===== src/common/clk_mode_params.svh =====
// Purpose: offsets, field positions, reset values and timing counts of the clock control block
// Assumes: 32-bit register port, byte addresses, 100 MHz reference clock
// Notes: definitions only
`ifndef CLK_MODE_PARAMS_SVH
`define CLK_MODE_PARAMS_SVH

// ==========================================
// register offsets
`define OFS_CLK_CTRL 8'h00
`define OFS_CLK_STAT 8'h04
`define OFS_HF_TRIM 8'h08
`define OFS_LF_TRIM 8'h0C
`define OFS_MS_DIV 8'h10
`define OFS_CAL_CTRL 8'h14
`define OFS_CAL_RES 8'h18

// ==========================================
// field positions
`define CTRL_XTAL_SEL 0
`define CTRL_CPU_SEL 1
`define CTRL_LF_EXT 2
`define STAT_ON_XTAL 0
`define STAT_CPU_FAST 1
`define STAT_XTAL_FAIL 2
`define STAT_FLASH_FORCE 3
`define CAL_START 0
`define CAL_DONE 16
`define CAL_BUSY 17

// ==========================================
// trim widths and reset values
`define HF_TRIM_W 6
`define LF_TRIM_W 5
`define HF_TRIM_RST 6'h20
`define LF_TRIM_RST 5'h10
`define MS_DIV_INT_RST 8'h0A
`define MS_DIV_FRAC_RST 8'h00

// ==========================================
// timing
`define REF_CLK_MHZ 100
`define XTAL_MHZ 24
`define XTAL_FAIL_NS 160
`define XTAL_FAIL_CYC (`XTAL_FAIL_NS * `REF_CLK_MHZ / 1000)
`define CAL_XTAL_EDGES 16'h00F0

`endif


===== src/common/clk_mode_pkg.sv =====
// Purpose: types shared by the clock control block
// Assumes: nothing
// Notes: one-hot state codes
package clk_mode_pkg;

   typedef enum logic [1:0] {
      SRC_A = 2'b01,
      SRC_B = 2'b10
   } mux_state_t;

   typedef enum logic [2:0] {
      CAL_IDLE = 3'b001,
      CAL_RUN = 3'b010,
      CAL_DONE = 3'b100
   } cal_state_t;

endpackage


===== src/system_clock_mode_control.sv =====
// Purpose: main, peripheral, cpu and 1 kHz clock generation with crystal failover
// Assumes: oscillator inputs are levels synchronous to i_ref_clk; registers on a plain port
// Notes: clock outputs are registered levels; read data valid the cycle after i_rd_en
//
// Behaviour
// [RQ1] after reset the main clock runs from the internal high-frequency RC oscillator
// [RQ2] crystal failure switches main clock back to RC and raises a non-maskable interrupt; a crystal stuck high leaves the main clock parked on it
// [RQ3] crystal select bit: 0 picks the RC oscillator, 1 picks the crystal
// [RQ4] peripheral clock is always exactly half the main clock
// [RQ5] cpu select bit: 0 feeds cpu from peripheral clock, 1 from main clock
// [RQ6] during flash program or erase the cpu clock is forced to 12 MHz
// [RQ7] a software-set fractional-N divider makes 1 kHz from the 10 kHz RC oscillator
// [RQ8] RC trim in 0.3 MHz steps, calibrated by software against the crystal
// [RQ9] low-frequency RC trim in 0.5 kHz steps, set by software
// [RQ10] software waits 1 ms or 2 ms after crystal enable before using it
// [RQ11] a digital clock on the low-frequency pin may replace the 32 kHz crystal
// [RQ12] every clock switch is glitch-free with no truncated pulse; the lf timer clock select is a plain registered mux
`timescale 1ns/100ps
`include "clk_mode_params.svh"
module system_clock_mode_control
   import clk_mode_pkg::*;
(
   input wire logic i_ref_clk,
   input wire logic i_resetn,
   input wire logic i_hf_rc_osc,
   input wire logic i_hf_xtal_osc,
   input wire logic i_lf_rc_osc,
   input wire logic i_lf_xtal_osc,
   input wire logic i_lf_clock_input_pin,
   input wire logic i_flash_busy,
   input wire logic [7:0] i_addr,
   input wire logic [31:0] i_wr_data,
   input wire logic i_wr_en,
   input wire logic i_rd_en,
   output logic [31:0] o_rd_data,
   output logic o_main_system_clock,
   output logic o_periph_clock,
   output logic o_cpu_core_clock,
   output logic o_ms_ref_clock,
   output logic o_lf_timer_clock,
   output logic o_lf_pin_digital,
   output logic o_xtal_fail_nmi,
   output logic [`HF_TRIM_W-1:0] o_hf_rc_trim,
   output logic [`LF_TRIM_W-1:0] o_lf_rc_trim
);

   // ==========================================
   // helpers
   function automatic logic rise(input logic cur, input logic prev);
      rise = cur && !prev;
   endfunction

   function automatic logic hit(input logic [7:0] addr, input logic [7:0] ofs);
      hit = (addr == ofs);
   endfunction

   localparam logic [7:0] FAIL_CYC = 8'(`XTAL_FAIL_CYC);

   // ==========================================
   // oscillator edge detection
   logic [2:0] osc_in;
   logic [2:0] osc_prev_r;
   logic [2:0] osc_rise;

   assign osc_in = {i_lf_rc_osc, i_hf_xtal_osc, i_hf_rc_osc};

   genvar g;
   generate
      for (g = 0; g < 3; g = g + 1)
      begin : g_edge
         always_ff @(posedge i_ref_clk or negedge i_resetn)
         begin
            if (!i_resetn)
            begin
               osc_prev_r[g] <= 1'b0;
            end
            else
            begin
               osc_prev_r[g] <= osc_in[g];
            end
         end
         assign osc_rise[g] = rise(osc_in[g], osc_prev_r[g]);
      end
   endgenerate

   // ==========================================
   // control registers
   logic xtal_sel_r;
   logic cpu_sel_r;
   logic lf_ext_r;
   logic xtal_fail_r;
   logic fail_event;
   logic [7:0] div_int_r;
   logic [7:0] div_frac_r;
   logic wr_ctrl;

   assign wr_ctrl = i_wr_en && hit(i_addr, `OFS_CLK_CTRL);

   always_ff @(posedge i_ref_clk or negedge i_resetn)
   begin
      if (!i_resetn)
      begin
         xtal_sel_r <= 1'b0; // RQ1
      end
      else if (fail_event)
      begin
         xtal_sel_r <= 1'b0; // RQ2
      end
      else if (wr_ctrl)
      begin
         xtal_sel_r <= i_wr_data[`CTRL_XTAL_SEL]; // RQ3
      end
   end

   always_ff @(posedge i_ref_clk or negedge i_resetn)
   begin
      if (!i_resetn)
      begin
         cpu_sel_r <= 1'b0;
         lf_ext_r <= 1'b0;
      end
      else if (wr_ctrl)
      begin
         cpu_sel_r <= i_wr_data[`CTRL_CPU_SEL]; // RQ5
         lf_ext_r <= i_wr_data[`CTRL_LF_EXT];
      end
   end

   always_ff @(posedge i_ref_clk or negedge i_resetn)
   begin
      if (!i_resetn)
      begin
         o_hf_rc_trim <= `HF_TRIM_RST;
         o_lf_rc_trim <= `LF_TRIM_RST;
      end
      else if (i_wr_en)
      begin
         if (hit(i_addr, `OFS_HF_TRIM))
         begin
            o_hf_rc_trim <= i_wr_data[`HF_TRIM_W-1:0]; // RQ8
         end
         else if (hit(i_addr, `OFS_LF_TRIM))
         begin
            o_lf_rc_trim <= i_wr_data[`LF_TRIM_W-1:0]; // RQ9
         end
      end
   end

   always_ff @(posedge i_ref_clk or negedge i_resetn)
   begin
      if (!i_resetn)
      begin
         div_int_r <= `MS_DIV_INT_RST;
         div_frac_r <= `MS_DIV_FRAC_RST;
      end
      else if (i_wr_en && hit(i_addr, `OFS_MS_DIV))
      begin
         div_int_r <= i_wr_data[15:8]; // RQ7
         div_frac_r <= i_wr_data[7:0];
      end
   end

   // ==========================================
   // crystal watchdog
   // counts reference cycles since the last crystal level change; a stuck
   // crystal in either level trips it, but one stuck high keeps the mux parked on it
   logic [7:0] xtal_quiet_r;
   logic main_on_xtal;

   always_ff @(posedge i_ref_clk or negedge i_resetn)
   begin
      if (!i_resetn)
      begin
         xtal_quiet_r <= 8'h00;
      end
      else if (i_hf_xtal_osc != osc_prev_r[1])
      begin
         xtal_quiet_r <= 8'h00;
      end
      else if (xtal_quiet_r != FAIL_CYC)
      begin
         xtal_quiet_r <= xtal_quiet_r + 8'h01;
      end
   end

   // only a crystal in use can fail; software waits out start-up before selecting
   assign fail_event = (xtal_sel_r || main_on_xtal) && (xtal_quiet_r == FAIL_CYC); // RQ2 RQ10

   always_ff @(posedge i_ref_clk or negedge i_resetn)
   begin
      if (!i_resetn)
      begin
         xtal_fail_r <= 1'b0;
      end
      else if (fail_event)
      begin
         xtal_fail_r <= 1'b1; // set wins over a clear in the same cycle
      end
      else if (i_wr_en && hit(i_addr, `OFS_CLK_STAT) && i_wr_data[`STAT_XTAL_FAIL])
      begin
         xtal_fail_r <= 1'b0;
      end
   end

   // one pulse per failure while the fail flag is clear, no software action needed to recover the clock from a crystal stopped low
   always_ff @(posedge i_ref_clk or negedge i_resetn)
   begin
      if (!i_resetn)
      begin
         o_xtal_fail_nmi <= 1'b0;
      end
      else
      begin
         o_xtal_fail_nmi <= fail_event && !xtal_fail_r; // RQ2
      end
   end

   // ==========================================
   // main, peripheral and cpu clocks
   logic main_prev_r;
   logic cpu_want_main;
   logic cpu_on_main;

   glitchless_clk_mux u_main_mux (
      .i_ref_clk(i_ref_clk),
      .i_resetn(i_resetn),
      .i_clk_a(i_hf_rc_osc),
      .i_clk_b(i_hf_xtal_osc),
      .i_sel(xtal_sel_r), // RQ3 RQ12
      .o_clk(o_main_system_clock),
      .o_on_b(main_on_xtal)
   );

   always_ff @(posedge i_ref_clk or negedge i_resetn)
   begin
      if (!i_resetn)
      begin
         main_prev_r <= 1'b0;
         o_periph_clock <= 1'b0;
      end
      else
      begin
         main_prev_r <= o_main_system_clock;
         if (rise(o_main_system_clock, main_prev_r))
         begin
            o_periph_clock <= !o_periph_clock; // RQ4
         end
      end
   end

   // 12 MHz is the main clock on RC and the peripheral clock on the crystal
   always_comb
   begin
      if (i_flash_busy)
      begin
         cpu_want_main = !main_on_xtal; // RQ6
      end
      else
      begin
         cpu_want_main = cpu_sel_r; // RQ5
      end
   end

   glitchless_clk_mux u_cpu_mux (
      .i_ref_clk(i_ref_clk),
      .i_resetn(i_resetn),
      .i_clk_a(o_periph_clock),
      .i_clk_b(o_main_system_clock),
      .i_sel(cpu_want_main), // RQ12
      .o_clk(o_cpu_core_clock),
      .o_on_b(cpu_on_main)
   );

   // ==========================================
   // low-frequency clocks
   frac_n_divider u_ms_div (
      .i_ref_clk(i_ref_clk),
      .i_resetn(i_resetn),
      .i_tick(osc_rise[2]),
      .i_int(div_int_r),
      .i_frac(div_frac_r),
      .o_clk(o_ms_ref_clock) // RQ7
   );

   always_ff @(posedge i_ref_clk or negedge i_resetn)
   begin
      if (!i_resetn)
      begin
         o_lf_timer_clock <= 1'b0;
      end
      else
      begin
         o_lf_timer_clock <= lf_ext_r ? i_lf_clock_input_pin : i_lf_xtal_osc; // RQ11
      end
   end

   assign o_lf_pin_digital = lf_ext_r; // RQ11

   // ==========================================
   // calibration: count RC edges over a fixed number of crystal edges
   cal_state_t cal_state_r;
   logic [15:0] cal_xtal_r;
   logic [15:0] cal_hf_r;

   always_ff @(posedge i_ref_clk or negedge i_resetn)
   begin
      if (!i_resetn)
      begin
         cal_state_r <= CAL_IDLE;
         cal_xtal_r <= 16'h0000;
         cal_hf_r <= 16'h0000;
      end
      else if (i_wr_en && hit(i_addr, `OFS_CAL_CTRL) && i_wr_data[`CAL_START])
      begin
         cal_state_r <= CAL_RUN; // RQ8
         cal_xtal_r <= 16'h0000;
         cal_hf_r <= 16'h0000;
      end
      else
      begin
         case (cal_state_r)
            CAL_RUN:
            begin
               cal_hf_r <= cal_hf_r + {15'h0000, osc_rise[0]}; // RQ8
               cal_xtal_r <= cal_xtal_r + {15'h0000, osc_rise[1]};
               if (cal_xtal_r == `CAL_XTAL_EDGES)
               begin
                  cal_state_r <= CAL_DONE;
               end
            end
            default:
            begin
               cal_state_r <= cal_state_r;
            end
         endcase
      end
   end

   // ==========================================
   // read port, data in the cycle after the strobe
   logic [31:0] rd_nxt;

   always_comb
   begin
      rd_nxt = 32'h0000_0000;
      if (hit(i_addr, `OFS_CLK_CTRL))
      begin
         rd_nxt[`CTRL_XTAL_SEL] = xtal_sel_r;
         rd_nxt[`CTRL_CPU_SEL] = cpu_sel_r;
         rd_nxt[`CTRL_LF_EXT] = lf_ext_r;
      end
      else if (hit(i_addr, `OFS_CLK_STAT))
      begin
         rd_nxt[`STAT_ON_XTAL] = main_on_xtal;
         rd_nxt[`STAT_CPU_FAST] = cpu_on_main;
         rd_nxt[`STAT_XTAL_FAIL] = xtal_fail_r;
         rd_nxt[`STAT_FLASH_FORCE] = i_flash_busy;
      end
      else if (hit(i_addr, `OFS_HF_TRIM))
      begin
         rd_nxt[`HF_TRIM_W-1:0] = o_hf_rc_trim;
      end
      else if (hit(i_addr, `OFS_LF_TRIM))
      begin
         rd_nxt[`LF_TRIM_W-1:0] = o_lf_rc_trim;
      end
      else if (hit(i_addr, `OFS_MS_DIV))
      begin
         rd_nxt[15:0] = {div_int_r, div_frac_r};
      end
      else if (hit(i_addr, `OFS_CAL_RES))
      begin
         rd_nxt[15:0] = cal_hf_r;
         rd_nxt[`CAL_DONE] = (cal_state_r == CAL_DONE);
         rd_nxt[`CAL_BUSY] = (cal_state_r == CAL_RUN);
      end
   end

   always_ff @(posedge i_ref_clk or negedge i_resetn)
   begin
      if (!i_resetn)
      begin
         o_rd_data <= 32'h0000_0000;
      end
      else if (i_rd_en)
      begin
         o_rd_data <= rd_nxt;
      end
      else
      begin
         o_rd_data <= 32'h0000_0000;
      end
   end

endmodule


===== src/glitchless_clk_mux.sv =====
// Purpose: two-input clock selector that never cuts a pulse short
// Assumes: both sources are levels sampled by i_ref_clk
// Notes: hands over only while old source, new source and output are all low
`timescale 1ns/100ps
module glitchless_clk_mux
   import clk_mode_pkg::*;
(
   input wire logic i_ref_clk,
   input wire logic i_resetn,
   input wire logic i_clk_a,
   input wire logic i_clk_b,
   input wire logic i_sel,
   output logic o_clk,
   output logic o_on_b
);

   mux_state_t state_r;
   logic quiet;

   // ==========================================
   // hand-over: low phase may stretch, a high phase is never truncated
   assign quiet = !i_clk_a && !i_clk_b && !o_clk;

   always_ff @(posedge i_ref_clk or negedge i_resetn)
   begin
      if (!i_resetn)
      begin
         state_r <= SRC_A;
      end
      else
      begin
         case (state_r)
            SRC_A:
            begin
               if (i_sel && quiet)
               begin
                  state_r <= SRC_B; // RQ12
               end
            end
            SRC_B:
            begin
               if (!i_sel && quiet)
               begin
                  state_r <= SRC_A; // RQ12
               end
            end
            default:
            begin
               state_r <= SRC_A;
            end
         endcase
      end
   end

   always_ff @(posedge i_ref_clk or negedge i_resetn)
   begin
      if (!i_resetn)
      begin
         o_clk <= 1'b0;
      end
      else
      begin
         o_clk <= (state_r == SRC_B) ? i_clk_b : i_clk_a;
      end
   end

   assign o_on_b = (state_r == SRC_B);

endmodule


===== src/frac_n_divider.sv =====
// Purpose: fractional-N divider of an input tick stream
// Assumes: i_tick is one cycle per source period
// Notes: period is int + frac/256 ticks on average
`timescale 1ns/100ps
module frac_n_divider
   import clk_mode_pkg::*;
(
   input wire logic i_ref_clk,
   input wire logic i_resetn,
   input wire logic i_tick,
   input wire logic [7:0] i_int,
   input wire logic [7:0] i_frac,
   output logic o_clk
);

   logic [7:0] cnt_r;
   logic [7:0] acc_r;
   logic [8:0] acc_sum;
   logic [8:0] period;

   assign acc_sum = {1'b0, acc_r} + {1'b0, i_frac};
   // the carry lengthens this period by one tick to spread the fraction
   assign period = {1'b0, i_int} + {8'h00, acc_sum[8]};

   always_ff @(posedge i_ref_clk or negedge i_resetn)
   begin
      if (!i_resetn)
      begin
         cnt_r <= 8'h00;
         acc_r <= 8'h00;
      end
      else if (i_tick)
      begin
         if ({1'b0, cnt_r} + 9'h001 >= period)
         begin
            cnt_r <= 8'h00;
            acc_r <= acc_sum[7:0]; // RQ7
         end
         else
         begin
            cnt_r <= cnt_r + 8'h01;
         end
      end
   end

   always_ff @(posedge i_ref_clk or negedge i_resetn)
   begin
      if (!i_resetn)
      begin
         o_clk <= 1'b0;
      end
      else
      begin
         o_clk <= ({1'b0, cnt_r} < {1'b0, period[8:1]}); // RQ7
      end
   end

endmodule


===== config.mk =====
export PLATFORM = sky130hd
export DESIGN_NAME = system_clock_mode_control
export DESIGN_NICKNAME = d
export VERILOG_FILES = /design/src/common/clk_mode_pkg.sv /design/src/system_clock_mode_control.sv /design/src/glitchless_clk_mux.sv /design/src/frac_n_divider.sv
export VERILOG_INCLUDE_DIRS = /design/src /design/src/common
export SDC_FILE = /design/constraint.sdc
export NUM_CORES = 1
export LEC_CHECK = 0
export BUFFER_PORTS_ARGS = -buffer_cell sky130_fd_sc_hd__clkbuf_2
export CAP_MARGIN = 20
export CORE_UTILIZATION = 55
export DETAILED_ROUTE_END_ITERATION = 8
export PLACE_DENSITY = 0.84
export SETUP_SLACK_MARGIN = 0.5
export SLEW_MARGIN = 20
export SYNTH_ARGS = -nofsm -noshare
export SYNTH_HDL_FRONTEND = slang
export SYNTH_SLANG_ARGS = --single-unit

===== constraint.sdc =====
create_clock -name i_ref_clk -period 5.03 [get_ports i_ref_clk]
set_input_delay 0.7545 -clock i_ref_clk [delete_from_list [all_inputs] [get_ports i_ref_clk]]
set_output_delay 0.7545 -clock i_ref_clk [all_outputs]
set_load 0.03 [all_outputs]

==> results.toml <==
[clock_network]
cts_buffers = 17
cts_sinks = 122
cts_hold_buffers = 0
cts_buffer_depth = 2
cts_max_level = 4
clk_pin_slew_ns = 0.05
clkLatencyLatePin_ns = 0.43
tritoncts = "done"
clockRootBuffer = "clkbuf_16"

[timing]
rsz0062_at_grt = "no"
hold_viol = 0
min_period_ns = 4.37
period_share_pct = 86.8
worst_pin_slew_ns = 0.837
skew_ns = 0.00695
max_freq_mhz = 229
fin_setup_tns_ns = 0
slew_violations = 0
timing.hold.ws_ns = 0.333
maxSlewHeadroom_pct = 44.1
setup_viol = 0

[setup_path]
crit_path_max_fanout = 8
timing.rr.end = "u_ms_div.acc_r[2]$_DFFE_PN0P_"
crit_path_end_kind = "register"
critPathArrivalTime_ns = 4.67
critPathKind = "reg2reg"
crit_start = "div_frac_r[0]$_DFFE_PN0P_"
rr_startpoint = "div_frac_r[0]$_DFFE_PN0P_"
r2r_cells = 23
crit_path_end = "u_ms_div.acc_r[2]$_DFFE_PN0P_"
worstPathRequired_ns = 5.34
ff2ff_setup_slack_ns = 0.66
start_kind = "register"

[power]
power_density_nw_per_um2 = 407
p_int_uw = 2200
power_frac_comb_pct = 19.5
p_switching_uw = 857
p_clk_share_pct = 42.4
p_sw_share_pct = 28.0
leakagePower_uw = 0.00362
max-vdd-ir-drop_v = 0.000280
seqPwrFrac_pct = 38.1

[placement]
gp_congestion = 0.892
hpwlAfterDp_mm = 9.49
dp_cells = 797
postPlaceCellArea_um2 = 6800
portBuffers = 69

[final_layout]
layout-drive-gt1-share_pct = 25.6
design.final.nets = 758
final_common_cell = "dfrtp_1"
fin_cells = 834
final_core_util_pct = 67.8
diodes = 0
layout_common_cells = "dfrtp_1, nor2_1, clkbuf_2"
final_area_um2 = 7510
syn_to_final_growth_pct = 17.9

[grt]
grt_start_max_net_pins = 49
overflow = 0
grt_pass1_vias = 4838
grt_pass1_wl_mm = 22.7
grt.total_usage_pct = 25.2
grt_antenna_before_repair = 0

[synthesis]
netlist_area_um2 = 6370
synthArstFlopShare_pct = 100
synthCells = 601
synth_top_area_share_pct = 45.2
synth_seq_cells = 122
ys_warn_count = 0
synth_top_area_cell = "dfrtp_1"
syn_avg_cell_area_um2 = 10.6
synth_flop_cell = "dfrtp_1"
synthTopCellsByArea = "dfrtp_1, mux2_2, ha_1"
ys_seq_area_share_pct = 48.1
synth_edf_count = 0
ys_types = 64

[routing]
postRouteAntennaNets = 0
viasPerCell = 5.85
wire_per_inst_um = 16.8
drt_iter0_drc = 301
drt-total-wl_mm = 14.0
dr.pass1.iters = 7
vias = 4882
drc = 1

[die]
core_um2 = 11100
ios = 100
num_rows = 38
die_width_um = 110
die_h_um = 110
die_area_um2 = 12000
start_util_pct = 57.5

[run_status]
violations = "DRC"
outcome = "finished with violations"

[hold_path]
min_path_type = "in2async"

[job]
maxCapViolCount = 0
==> registers in the layout (all words and copies together), names as in the netlist, 2 cells and up <==
register,flops
div_frac_r,8
osc_prev_r,3
u_ms_div.cnt_r,8
cal_xtal_r,16
div_int_r,8
u_cpu_mux.state_r,2
cal_state_r,3
u_main_mux.state_r,2
xtal_quiet_r,8
o_rd_data,18
o_hf_rc_trim,6
cal_hf_r,16
u_ms_div.acc_r,8
o_lf_rc_trim,5
==> what timing repair did <==
action / CTS / global route
pin swaps: 1 / 7
gates resized for setup: 0 / 9
buffers inserted: 1 / 4
setup endpoints to repair: 2 / 16
==> Yosys cell counts (all sizes together) (2+ instances only) <==
cell type and n:
dfrtp 115, nor2 72, nand2 42, mux2 41, xor2 27, ha 26, nand3 24, xnor2 21
inv 20, o21ai 19, buf 17, clkbuf 14, nor2b 13, and3 12, nand4 12, nor3 12
a22oi 11, mux2i 10, nand2b 10, a21oi 9, and2 9, dfstp 7, o21a 5, and4 4
nor4 4, or3 4, a21o 3, a31oi 3, a221oi 2, a31o 2, a32oi 2, mux4 2
nor3b 2, o221ai 2, o22ai 2, o2bb2ai 2, o32ai 2, or2 2
==> through the flow <==
stage	power, uW	setup slack, ns
after global placement	1680	0.692
after CTS	3030	0.518
after floorplan	1570	1.10
final	3060	0.665
after global routing	3190	0.464
after detailed placement	1720	0.585
==> worst max-delay path, stage by stage, from the launching register on <==
cell	delay (ns)
dfrtp_1	0.38
ha_1	0.21
inv_1	0.07
fa_2	0.21
nor2b_1	0.05
o21ai_0	0.19
a21oi_1	0.12
o21a_1	0.22
o21a_1	0.19
o21ai_1	0.15
nand2b_1	0.14
ha_4	0.20
inv_1	0.07
nor2_2	0.06
xnor2_2	0.21
ha_1	0.31
buf_4	0.15
nand2_1	0.07
nor2_1	0.05
o32ai_2	0.22
o221ai_2	0.17
a31oi_4	0.34
nor2_8	0.12
mux2_4	0.32
==> worst min-delay path by stage <==
| stage | to | start | cells past startpoint |
|---|---|---|---|
| final | cal_xtal_r[4]$_DFFE_PN0P_ | i_resetn | 1 |
| after floorplan | o_xtal_fail_nmi$_DFF_PN0_ | xtal_fail_r$_DFFE_PN0P_ | 1 |
| after detailed placement | o_xtal_fail_nmi$_DFF_PN0_ | xtal_fail_r$_DFFE_PN0P_ | 1 |
| after CTS | cal_xtal_r[3]$_DFFE_PN0P_ | i_resetn | 1 |
| after global routing | cal_xtal_r[4]$_DFFE_PN0P_ | i_resetn | 1 |
| after global placement | main_prev_r$_DFF_PN0_ | u_main_mux.o_clk$_DFF_PN0_ | 0 |
==> power groups by stage <==
stage | Combinational, uW | Sequential, uW | Clock [uW]
after global placement | 509 | 1170 | 0
after floorplan | 392 | 1180 | 0
final | 597 | 1160 | 1300
after CTS | 562 | 1160 | 1310
after detailed placement | 539 | 1180 | 0
after global routing | 655 | 1180 | 1350
==> layout make-up <==
cell class                 count  area (um^2)
multi-input combinational    441         3140
sequential                   122         3060
clock buffer                  21          460
clock inverter                11          170
inverter                      20         75.1
tap                          140          175
fill                         789         3570
timing repair buffer          79          423
==> cell families (layout without fill, tap and decap cells) <==
logic type                 after synthesis  in the layout  synth area share, %
AOI/OAI and AO/OA                       74             74                 8.14
xor gates and xnor gates                48             48                 6.60
adders and majority gates               27             27                 5.42
buffers and inverters                   51            131                 4.03
DFF                                    122            122                 48.1
muxes                                   53             53                 9.88
other                                    1             14               0.0589
and+or+nand+nor                        225            225                 17.8
==> layer usage <==
metal / up-vias / track usage, % / part of all wire [%]
met5: - / 0 / 0
met4: 0 / 13.1 / 3.2
met3: 38 / 7.47 / 6.1
met2: 194 / 39.7 / 49
met1: 2418 / 31.4 / 42
li1: 2232 / - / -
Note: power is estimated with default switching activity, not from simulation.
